`src/rtl/ipc_pkg.sv`:
```
package ipc_pkg;

  // pin count and per-pin field widths
  localparam int NPIN = 8;
  localparam int NFUNC = 8;
  localparam int MODE_W = 2;
  localparam int DS_W = 3;
  localparam int FSEL_W = 3;

  // register bus geometry
  localparam int ADDR_W = 8;
  localparam int DATA_W = 32;

  // register byte addresses
  localparam logic [7:0] REG_MODE = 8'h00;
  localparam logic [7:0] REG_OUT = 8'h04;
  localparam logic [7:0] REG_IN = 8'h08;
  localparam logic [7:0] REG_PULLUP = 8'h0C;
  localparam logic [7:0] REG_PULLDN = 8'h10;
  localparam logic [7:0] REG_DEBOUNCE = 8'h14;
  localparam logic [7:0] REG_DRIVE = 8'h18;
  localparam logic [7:0] REG_FUNCSEL = 8'h1C;
  localparam logic [7:0] REG_ANALOG = 8'h20;
  localparam logic [7:0] REG_INT_LEVEL = 8'h24;
  localparam logic [7:0] REG_INT_BOTH = 8'h28;
  localparam logic [7:0] REG_INT_POL = 8'h2C;
  localparam logic [7:0] REG_INT_FLAG = 8'h30;
  localparam logic [7:0] REG_INT_EN = 8'h34;

  // reset values
  localparam logic [15:0] RST_MODE = 16'h0000;
  localparam logic [7:0] RST_PIN8 = 8'h00;
  localparam logic [23:0] RST_FIELD24 = 24'h000000;

  // pins that may be routed to the adc
  localparam logic [7:0] ANALOG_CAPABLE = 8'h0F;

  // function code that selects the software output register
  localparam logic [2:0] FSEL_GPIO = 3'h0;

  // de-bounce time and its cycle count at 40 MHz (25 ns)
  localparam int CLK_PERIOD_NS = 25;
  localparam int DB_TIME_NS = 100;
  localparam int DB_CYCLES_INT = (DB_TIME_NS + CLK_PERIOD_NS - 1) / CLK_PERIOD_NS;
  localparam logic [2:0] DB_LAST = 3'(DB_CYCLES_INT - 1);

  // pin drive modes
  typedef enum logic [1:0] {
    IPC_MODE_INPUT = 2'h0,
    IPC_MODE_PUSH_PULL = 2'h1,
    IPC_MODE_OPEN_DRAIN = 2'h2,
    IPC_MODE_RSVD = 2'h3
  } ipc_mode_e;

  // controls toward one pad cell
  typedef struct packed {
    logic out;
    logic oe;
    logic pull_up;
    logic pull_dn;
    logic [2:0] drive;
    logic analog;
  } ipc_pad_s;

  // what one peripheral function wants on a pin
  typedef struct packed {
    logic out;
    logic oe;
  } ipc_fn_s;

endpackage : ipc_pkg

```
`src/rtl/ipc_debounce.sv`:
```
`timescale 1ns/1ps
`default_nettype none

module ipc_debounce (
  input wire logic clk,
  input wire logic reset,
  input wire logic raw,
  input wire logic enable,
  output logic filt
);

  logic [2:0] count;

  // a new level is accepted only after it has held for the whole window
  always_ff @(posedge clk)
  begin
    if (reset)
    begin
      filt <= 1'b0;
      count <= 3'h0;
    end
    else if (!enable)
    begin
      filt <= raw;
      count <= 3'h0;
    end
    else if (raw == filt)
    begin
      count <= 3'h0; // glitch shorter than window is dropped
    end
    else if (count == ipc_pkg::DB_LAST)
    begin
      filt <= raw;
      count <= 3'h0;
    end
    else
    begin
      count <= count + 3'h1;
    end
  end

endmodule : ipc_debounce

`default_nettype wire

```
`src/rtl/ipc_irq_detect.sv`:
```
`timescale 1ns/1ps
`default_nettype none

module ipc_irq_detect (
  input wire logic clk,
  input wire logic reset,
  input wire logic sig,
  input wire logic level_mode,
  input wire logic both_edges,
  input wire logic polarity,
  output logic event_hit
);

  logic prev;
  logic rise;
  logic fall;

  // previous filtered level for edge detection
  always_ff @(posedge clk)
  begin
    if (reset)
      prev <= 1'b0;
    else
      prev <= sig;
  end

  assign rise = sig & ~prev;
  assign fall = ~sig & prev;

  // level: active level holds the event; edge: chosen edge(s) only
  always_comb
  begin
    if (level_mode)
      event_hit = (sig == polarity);
    else if (both_edges)
      event_hit = rise | fall;
    else
      event_hit = polarity ? rise : fall;
  end

endmodule : ipc_irq_detect

`default_nettype wire

```
`src/rtl/ipc_io_pin_controller.sv`:
```
// What this block does
// - per pin: push-pull, open-drain or high-z input
// - independent weak pull-up and pull-down enables
// - per-pin switchable input de-bounce filter
// - every pin interrupts, level or edge
// - edge mode: rising, falling or both
// - per-pin interrupt enable and sticky flag
// - per-pin selector among the software output and 7 peripheral functions
// - per-pin selectable output drive strength
// - some pins route to adc as analog
// - analog pin bypasses the function selector
`timescale 1ns/1ps
`default_nettype none

module ipc_io_pin_controller (
  input wire logic clk,
  input wire logic reset,
  input wire logic [7:0] reg_addr,
  input wire logic [31:0] reg_wdata,
  input wire logic reg_wr,
  input wire logic reg_rd,
  output logic [31:0] reg_rdata,
  input wire logic [7:0] pad_in,
  output ipc_pkg::ipc_pad_s [7:0] pad_ctl,
  input wire ipc_pkg::ipc_fn_s [7:0][7:0] periph_drive,
  output logic [7:0] periph_in,
  output logic [7:0] adc_sel,
  output logic irq
);

  // software-visible configuration
  logic [15:0] mode;
  logic [7:0] gpio_out;
  logic [7:0] pull_up;
  logic [7:0] pull_dn;
  logic [7:0] debounce_en;
  logic [23:0] drive;
  logic [23:0] funcsel;
  logic [7:0] analog;
  logic [7:0] int_level;
  logic [7:0] int_both;
  logic [7:0] int_pol;
  logic [7:0] int_flag;
  logic [7:0] int_en;

  // per-pin internals
  logic [7:0] filt;
  logic [7:0] pin_event;
  logic [7:0] next_int_flag;
  logic [7:0] flag_clear;
  ipc_pkg::ipc_pad_s [7:0] next_pad_ctl;
  logic [31:0] next_rdata;
  logic wr_mode;
  logic wr_out;
  logic wr_pullup;
  logic wr_pulldn;
  logic wr_debounce;
  logic wr_drive;
  logic wr_funcsel;
  logic wr_analog;
  logic wr_int_level;
  logic wr_int_both;
  logic wr_int_pol;
  logic wr_int_flag;
  logic wr_int_en;

  // write address decode
  // unmapped and read-only addresses match nothing, so such writes vanish
  assign wr_mode = reg_wr && (reg_addr == ipc_pkg::REG_MODE);
  assign wr_out = reg_wr && (reg_addr == ipc_pkg::REG_OUT);
  assign wr_pullup = reg_wr && (reg_addr == ipc_pkg::REG_PULLUP);
  assign wr_pulldn = reg_wr && (reg_addr == ipc_pkg::REG_PULLDN);
  assign wr_debounce = reg_wr && (reg_addr == ipc_pkg::REG_DEBOUNCE);
  assign wr_drive = reg_wr && (reg_addr == ipc_pkg::REG_DRIVE);
  assign wr_funcsel = reg_wr && (reg_addr == ipc_pkg::REG_FUNCSEL);
  assign wr_analog = reg_wr && (reg_addr == ipc_pkg::REG_ANALOG);
  assign wr_int_level = reg_wr && (reg_addr == ipc_pkg::REG_INT_LEVEL);
  assign wr_int_both = reg_wr && (reg_addr == ipc_pkg::REG_INT_BOTH);
  assign wr_int_pol = reg_wr && (reg_addr == ipc_pkg::REG_INT_POL);
  assign wr_int_flag = reg_wr && (reg_addr == ipc_pkg::REG_INT_FLAG);
  assign wr_int_en = reg_wr && (reg_addr == ipc_pkg::REG_INT_EN);

  // pad mode per pin
  // the reserved mode code behaves as a plain input
  always_ff @(posedge clk)
  begin
    if (reset)
      mode <= ipc_pkg::RST_MODE;
    else if (wr_mode)
      mode <= reg_wdata[15:0];
  end

  // software output data
  always_ff @(posedge clk)
  begin
    if (reset)
      gpio_out <= ipc_pkg::RST_PIN8;
    else if (wr_out)
      gpio_out <= reg_wdata[7:0];
  end

  // weak pulls; both on at once is left to software to avoid
  always_ff @(posedge clk)
  begin
    if (reset)
    begin
      pull_up <= ipc_pkg::RST_PIN8;
      pull_dn <= ipc_pkg::RST_PIN8;
    end
    else
    begin
      if (wr_pullup)
        pull_up <= reg_wdata[7:0];
      if (wr_pulldn)
        pull_dn <= reg_wdata[7:0];
    end
  end

  // filter enables
  always_ff @(posedge clk)
  begin
    if (reset)
      debounce_en <= ipc_pkg::RST_PIN8;
    else if (wr_debounce)
      debounce_en <= reg_wdata[7:0];
  end

  // drive strength and function select, 3 bits per pin each
  // function code 0 is the software output, the rest come from peripherals
  always_ff @(posedge clk)
  begin
    if (reset)
    begin
      drive <= ipc_pkg::RST_FIELD24;
      funcsel <= ipc_pkg::RST_FIELD24;
    end
    else
    begin
      if (wr_drive)
        drive <= reg_wdata[23:0];
      if (wr_funcsel)
        funcsel <= reg_wdata[23:0];
    end
  end

  // analog enable sticks only on pins wired to the adc
  always_ff @(posedge clk)
  begin
    if (reset)
      analog <= ipc_pkg::RST_PIN8;
    else if (wr_analog)
      analog <= reg_wdata[7:0] & ipc_pkg::ANALOG_CAPABLE;
  end

  // interrupt sensing configuration
  always_ff @(posedge clk)
  begin
    if (reset)
    begin
      int_level <= ipc_pkg::RST_PIN8;
      int_both <= ipc_pkg::RST_PIN8;
      int_pol <= ipc_pkg::RST_PIN8;
      int_en <= ipc_pkg::RST_PIN8;
    end
    else
    begin
      if (wr_int_level)
        int_level <= reg_wdata[7:0];
      if (wr_int_both)
        int_both <= reg_wdata[7:0];
      if (wr_int_pol)
        int_pol <= reg_wdata[7:0];
      if (wr_int_en)
        int_en <= reg_wdata[7:0];
    end
  end

  // per-pin filter and event detector
  // each pin owns its filter and detector, so pins never disturb each other
  genvar gi;
  generate
    for (gi = 0; gi < ipc_pkg::NPIN; gi++)
    begin : g_pin
      ipc_debounce u_debounce (
        .clk(clk),
        .reset(reset),
        .raw(pad_in[gi]),
        .enable(debounce_en[gi]),
        .filt(filt[gi])
      );

      ipc_irq_detect u_detect (
        .clk(clk),
        .reset(reset),
        .sig(filt[gi]),
        .level_mode(int_level[gi]),
        .both_edges(int_both[gi]),
        .polarity(int_pol[gi]),
        .event_hit(pin_event[gi])
      );
    end
  endgenerate

  // flags: a new event wins over a write-one clear in the same cycle
  // a held level in level mode re-sets its flag, so a clear sticks once it goes
  assign flag_clear = wr_int_flag ? reg_wdata[7:0] : ipc_pkg::RST_PIN8;
  assign next_int_flag = (int_flag & ~flag_clear) | pin_event;

  always_ff @(posedge clk)
  begin
    if (reset)
      int_flag <= ipc_pkg::RST_PIN8;
    else
      int_flag <= next_int_flag;
  end

  // single level request, one cycle after the flag it reflects
  // the extra cycle keeps the request glitch free for the core
  always_ff @(posedge clk)
  begin
    if (reset)
      irq <= 1'b0;
    else
      irq <= |(int_flag & int_en);
  end

  // pad control: function source first, then drive mode, then analog override
  always_comb
  begin
    logic [2:0] sel;
    logic data;
    logic want_oe;
    sel = ipc_pkg::FSEL_GPIO;
    data = 1'b0;
    want_oe = 1'b0;
    next_pad_ctl = '0;
    for (int i = 0; i < ipc_pkg::NPIN; i++)
    begin
      sel = funcsel[i*ipc_pkg::FSEL_W +: ipc_pkg::FSEL_W];
      if (sel == ipc_pkg::FSEL_GPIO)
      begin
        data = gpio_out[i];
        want_oe = (mode[i*ipc_pkg::MODE_W +: ipc_pkg::MODE_W] != ipc_pkg::IPC_MODE_INPUT);
      end
      else
      begin
        data = periph_drive[i][sel].out;
        want_oe = periph_drive[i][sel].oe;
      end
      unique case (ipc_pkg::ipc_mode_e'(mode[i*ipc_pkg::MODE_W +: ipc_pkg::MODE_W]))
        ipc_pkg::IPC_MODE_PUSH_PULL:
        begin
          next_pad_ctl[i].out = data;
          next_pad_ctl[i].oe = want_oe;
        end
        // open-drain: sink low or release, a high comes from the pull or board
        ipc_pkg::IPC_MODE_OPEN_DRAIN:
        begin
          next_pad_ctl[i].out = 1'b0; // only ever pulls low
          next_pad_ctl[i].oe = want_oe & ~data;
        end
        // gpio input stays high impedance; a peripheral may own the direction
        ipc_pkg::IPC_MODE_INPUT,
        ipc_pkg::IPC_MODE_RSVD:
        begin
          next_pad_ctl[i].out = (sel != ipc_pkg::FSEL_GPIO) & data;
          next_pad_ctl[i].oe = (sel != ipc_pkg::FSEL_GPIO) & want_oe;
        end
      endcase
      if (analog[i])
      begin
        next_pad_ctl[i].out = 1'b0; // selector bypassed
        next_pad_ctl[i].oe = 1'b0;
      end
      next_pad_ctl[i].pull_up = pull_up[i];
      next_pad_ctl[i].pull_dn = pull_dn[i];
      next_pad_ctl[i].drive = drive[i*ipc_pkg::DS_W +: ipc_pkg::DS_W];
      next_pad_ctl[i].analog = analog[i];
    end
  end

  // pad controls leave from flops to keep pad timing clean
  always_ff @(posedge clk)
  begin
    if (reset)
      pad_ctl <= '0;
    else
      pad_ctl <= next_pad_ctl;
  end

  // peripheral inputs and adc routing; analog pins are masked out of periph_in only
  always_ff @(posedge clk)
  begin
    if (reset)
    begin
      periph_in <= ipc_pkg::RST_PIN8;
      adc_sel <= ipc_pkg::RST_PIN8;
    end
    else
    begin
      periph_in <= filt & ~analog;
      adc_sel <= analog;
    end
  end

  // read mux; unmapped addresses read zero
  always_comb
  begin
    next_rdata = 32'h00000000;
    unique case (reg_addr)
      ipc_pkg::REG_MODE: next_rdata[15:0] = mode;
      ipc_pkg::REG_OUT: next_rdata[7:0] = gpio_out;
      ipc_pkg::REG_IN: next_rdata[7:0] = filt;
      ipc_pkg::REG_PULLUP: next_rdata[7:0] = pull_up;
      ipc_pkg::REG_PULLDN: next_rdata[7:0] = pull_dn;
      ipc_pkg::REG_DEBOUNCE: next_rdata[7:0] = debounce_en;
      ipc_pkg::REG_DRIVE: next_rdata[23:0] = drive;
      ipc_pkg::REG_FUNCSEL: next_rdata[23:0] = funcsel;
      ipc_pkg::REG_ANALOG: next_rdata[7:0] = analog;
      ipc_pkg::REG_INT_LEVEL: next_rdata[7:0] = int_level;
      ipc_pkg::REG_INT_BOTH: next_rdata[7:0] = int_both;
      ipc_pkg::REG_INT_POL: next_rdata[7:0] = int_pol;
      ipc_pkg::REG_INT_FLAG: next_rdata[7:0] = int_flag;
      ipc_pkg::REG_INT_EN: next_rdata[7:0] = int_en;
      default: next_rdata = 32'h00000000;
    endcase
  end

  // read data stand only in the cycle after the strobe
  // zero outside the answer cycle, so several slaves can be or-ed together
  always_ff @(posedge clk)
  begin
    if (reset)
      reg_rdata <= 32'h00000000;
    else if (reg_rd)
      reg_rdata <= next_rdata;
    else
      reg_rdata <= 32'h00000000;
  end

endmodule : ipc_io_pin_controller

`default_nettype wire

```
`config.mk`:
```
export PLATFORM = sky130hd
export DESIGN_NAME = ipc_io_pin_controller
export DESIGN_NICKNAME = d
export VERILOG_FILES = /design/src/rtl/ipc_pkg.sv /design/src/rtl/ipc_debounce.sv /design/src/rtl/ipc_irq_detect.sv /design/src/rtl/ipc_io_pin_controller.sv
export SDC_FILE = /design/constraint.sdc
export NUM_CORES = 1
export LEC_CHECK = 0
export BUFFER_PORTS_ARGS = -buffer_cell sky130_fd_sc_hd__buf_2
export CAP_MARGIN = 20
export CORE_ASPECT_RATIO = 1.1
export CORE_MARGIN = 1.5
export CORE_UTILIZATION = 50
export DETAILED_ROUTE_END_ITERATION = 8
export HOLD_SLACK_MARGIN = 0.15
export PLACE_DENSITY = 0.75
export SLEW_MARGIN = 20
export SYNTH_ARGS = -nofsm -noshare
export SYNTH_HDL_FRONTEND = slang
export SYNTH_SLANG_ARGS = --single-unit
```
`constraint.sdc`:
```
create_clock -name clk -period 3.9 [get_ports clk]
set_input_delay 0.78 -clock clk [delete_from_list [all_inputs] [get_ports clk]]
set_output_delay 0.78 -clock clk [all_outputs]
set_load 0.1 [all_outputs]
```
; Yosys cells after proc, flatten, opt, wreduce, memory -nomap -nowiden
; Cells that the tools add are included.
[word_totals]
word_cells = 434
ff_bits = 285
[classes]
order_cmp = 8
addsub = 8
muxes = 92
bitwise = 87
n_eq_ne = 77
n_reduce_logical = 76
[ops]
columns = operator, n
row1 = case mux 8 bit (14 select lines), 1
row2 = 2-to-1 mux 1 bit, 64
row3 = binary-select mux 2 bit (select 3 bit), 8
row4 = "equality test 8 x 6 -> 1 bit, second input constant", 6
row5 = case mux 2 bit (3 select lines), 8
row6 = bitwise AND 1 bit, 40
row7 = NOT 1 bit, 33
row8 = "equality test 2 bit, second input constant", 16
row9 = "equality test 8 x 5 -> 1 bit, second input constant", 4
row10 = "less-than comparator 3 x 4 -> 1 bit, second input constant", 8
row11 = OR reduction 4 bit, 8
row12 = OR reduction 2 bit, 13
row13 = "adder 3 x 1 -> 3 bit, second input constant", 8
row14 = bitwise AND 8 bit, 3
row15 = "equality test 3 x 2 -> 1 bit, second input constant", 8
row16 = logical NOT 3 bit, 8
row17 = case mux 8 bit (3 select lines), 1
row18 = nonzero test 3 bit, 8
row19 = equality test 1 bit, 16
row20 = "equality test 2 x 1 -> 1 bit, second input constant", 8
row21 = "equality test 8 x 4 -> 1 bit, second input constant", 2
row22 = logical NOT 2 bit, 8
row23 = 2-to-1 mux 2 bit, 8
row24 = "inequality test 2 x 1 -> 1 bit, second input constant", 8
row25 = other kinds (13), 53

; Longest topological paths before layout
[logic_depth]
depth_word = 6
ltp_mapped = 8
ltp_nobuf = 7

; Cells and area by module
; From an unflattened synthesis, not the netlist that was laid out.
[unflattened]
hier_cells = 1443
area_unflattened_um2 = 13016.2
[by_module_without_submodules]
columns = mod, instances, seq_area_each_um2, area_per_inst_um2, cells_each
row1 = ipc_io_pin_controller, 1, 4664.5, 10874.2, 1227
row2 = ipc_debounce, 8, 80.1, 173.9, 15
row3 = ipc_irq_detect, 8, 20.0, 93.8, 12

; Worst setup path after synthesis
; No wires, ideal clock.
[synth_path]
kind = register to output
startpoint = register adc_sel[0] (netlist name)
endpoint = output pad_ctl[0] in the netlist's numbering
arrival_ns = 1.356
setup_slack_ns = 1.764
n_path_buf = 1
path_stages_with_launch = 2
cell_sequence = dfxtp_1 -> buf_4
[synth_lines]
columns = element, line
row1 = end: declaration, ipc_io_pin_controller.sv:24  ; output ipc_pkg::ipc_pad_s [7:0] pad_ctl,

; Worst setup path in the final report
[layout_path]
startpoint = input reg_addr[5]
endpoint = register mode[13]
[layout_via]
elab_chain_len = 2
[layout_lines]
columns = element, line
row1 = start: declaration, ipc_io_pin_controller.sv:18  ; input wire logic [7:0] reg_addr,
row2 = logical NOT 8 bit, ipc_io_pin_controller.sv:69  ; assign wr_mode = reg_wr && (reg_addr == ipc_pkg::REG_MODE);
row3 = logical AND 1 bit, ipc_io_pin_controller.sv:69
row4 = end signal: assignment, ipc_io_pin_controller.sv:88  ; mode <= ipc_pkg::RST_MODE;
row5 = end signal: assignment, ipc_io_pin_controller.sv:90  ; mode <= reg_wdata[15:0];
row6 = end: declaration, ipc_io_pin_controller.sv:32  ; logic [15:0] mode;
; No other way between the ends.
; A chain may end at the register's enable or synchronous reset.

==> results_dict.tcl <==
set metrics [dict create \
    outcome "finished clean" \
    ys_top_cells_by_count "dfxtp_1 (269), nand2_1 (190), nor2_1 (150)" \
    insertion_delay_ps 540 \
    root_buffer "clkbuf_16" \
    critPathCaptureType "flop" \
    routed_wl_um 35600 \
    grt_overflow 0 \
    slew_viol_final 0 \
    cts_buffers 28 \
    syn_area_per_cell_um2 9.07 \
    grt_pass1_wl_um 55100 \
    gp_congestion 0.949 \
    rows 60 \
    dp_hpwl_um 25500 \
    ctsResizeCount 0 \
    die_area_um2 25900 \
    antenna_found_initial 4 \
    start_kind "input pin" \
    final_cells 1909 \
    grt_start_max_net_pins 145 \
    wire_per_inst_um 18.6 \
    synthFlopType "dfxtp_1" \
    route.detailed.drc 0 \
    yosysWarningCount 0 \
    fin_nets 1809 \
    die_h_um 169 \
    synthDistinctLibCells 59 \
    dpl_cell_area_um2 13700 \
    finClkSkew_ps 8.69 \
    hold_path_class "reg -> reg" \
    ant_nets 0 \
    yosys-top-cells-area "dfxtp_1 (43%), mux2i_1 (8.2%), nand2_1 (5.7%)" \
    setup_viol 0 \
    timing.rr.start "funcsel[8]$_SDFFE_PP0P_" \
    design_area_um2 14700 \
    cts_tree "done" \
    ff2ff_setup_slack_ps 1970 \
    synth_most_common_cell "dfxtp_1" \
    irDropWorstVdd_v 0.000340 \
    fmax_ghz 0.409 \
    path_clk_slew_ps 60 \
    cts.path.max_buffers 3 \
    post_cts_buffers 0 \
    reg2reg_to "pad_ctl[22]$_SDFF_PP0_" \
    syn-instance-count 1374 \
    cp_max_fo 21 \
    worstSetupPathType "in -> reg" \
    post-synth-top-area-fraction 0.432 \
    postCtsHoldBufs 0 \
    worst_pin_slew_ps 795 \
    setup_tns_ps 0 \
    track_usage 0.266 \
    synth_edf_count 0 \
    critPathArrivalTime_ps 2830 \
    drive_gt1_frac 0.224 \
    grt_setup_unrepaired "false" \
    final.period_utilization 0.626 \
    hold_viol 0 \
    area_growth_pct 18.2 \
    num_vias 10786 \
    min_from "g_pin[7].u_debounce.count[0]$_SDFF_PP0_" \
    fin_crit_ps 2440 \
    portBuffers 254 \
    ys_seq_area_frac 0.432 \
    cts.sinks 269 \
    drv_cap 0 \
    start_util 0.509 \
    slew-limit-headroom 0.468 \
    syn-cell-area_um2 12500 \
    grt_pass1_vias 10536 \
    power.leakage_nw 6.18 \
    cts_max_level 1 \
    whs_endpoint "g_pin[7].u_debounce.count[0]$_SDFF_PP0_" \
    ioPinCount 293 \
    powerDensity_nw_per_um2 416 \
    fillers 2143 \
    synth_async_sr_flop_share 0 \
    worstRegToRegCells 4 \
    whs_path_depth 1 \
    cp.required_ps 4290 \
    drt_pass1_iterations 6 \
    first_iter_violations 1042 \
    core_area_um2 24500 \
    die_w_um 154 \
    via_per_inst 5.65 \
    synth-seq-cells 269 \
    dp_cells 1853 \
    synth_top_cell_by_area "dfxtp_1" \
]
-- worst max path at each step --
| stage | start | endpoint | slack (ps) | cells past startpoint |
|---|---|---|---|---|
| after floorplan | adc_sel[0]$_SDFF_PP0_ | pad_ctl[0] | 1760 | 1 |
| after global placement | reg_addr[5] | reg_rdata[3]$_SDFF_PP0_ | 940 | 5 |
| after detailed placement | reg_addr[5] | reg_rdata[3]$_SDFF_PP0_ | 960 | 5 |
| after CTS | reg_addr[5] | mode[13]$_SDFFE_PP0P_ | 1510 | 5 |
| after global routing | reg_addr[5] | mode[10]$_SDFFE_PP0P_ | 1360 | 5 |
| final | reg_addr[5] | mode[13]$_SDFFE_PP0P_ | 1460 | 5 |
-- placed cells by master, fill, tap and decap left out, drive strengths merged, types with 27 or more instances in the layout --
cell type and n:
a22oi 27, nor2 152, ha 56, dfxtp 269, clkbuf 43, nor2b 55
buf 269, mux2i 102, a21oi 108, nand2 190, a211oi 35, inv 55
-- final cells by class --
| type | instances | area (um2) | share of cell area |
|---|---|---|---|
| well taps | 310 | 388 | 0.0263 |
| repair buffers | 269 | 1400 | 0.0951 |
| clock inverters | 9 | 170 | 0.0115 |
| flip-flops and latches | 269 | 5390 | 0.365 |
| inverters | 55 | 206 | 0.0140 |
| clock buffers | 43 | 878 | 0.0596 |
| multi-input cells | 950 | 6300 | 0.427 |
| diodes | 4 | 10.0 | 0.000679 |
-- critical path, stage by stage --
cell and delay (ps):
buf_2 270, nor4_4 690, nand3_1 720, nand2_1 270, a21oi_1 90
-- report_power, final --
| group | internal, mW | switching, mW |
|---|---|---|
| Clock | 1.87 | 1.09 |
| Combinational | 0.123 | 0.262 |
| Sequential | 2.76 | 0.0219 |
-- flip-flops by register name, indices dropped and copies added, names as in the netlist, 16 cells and up --
| signal | count |
|---|---|
| drive | 24 |
| funcsel | 24 |
| g_pin.u_debounce.count | 24 |
| mode | 16 |
| pad_ctl | 57 |
| reg_rdata | 24 |
-- per-layer routing --
layer | vias to the layer above | track usage | part of all wire
met5 | - | 0 | 0.00065
met4 | 4 | 0.0996 | 0.033
met3 | 97 | 0.0538 | 0.094
met2 | 538 | 0.465 | 0.48
met1 | 5029 | 0.321 | 0.39
li1 | 5118 | - | -
-- stage by stage --
| step | setup slack, ps | hold WS, ps | total power, mW | utilization |
|---|---|---|---|---|
| CTS | 1510 | 424 | 6.16 | 0.602 |
| detailed placement | 958 | 415 | 3.22 | 0.559 |
| global placement | 941 | 407 | 3.22 | 0.559 |
| finish | 1460 | 418 | 6.13 | 0.602 |
| floorplan | 1760 | 399 | 3.10 | - |
| global route | 1360 | 443 | 6.31 | 0.602 |
-- cell families after synthesis --
group,after synthesis,share of synthesized area
flops,269,0.432
buf+inv,170,0.0682
mux,127,0.121
xor+xnor,16,0.0112
other cells,1,0.000301
fa+ha+maj,56,0.0562
compound gates,247,0.129
simple gates,488,0.182
Note: power is estimated with default switching activity, not from simulation.
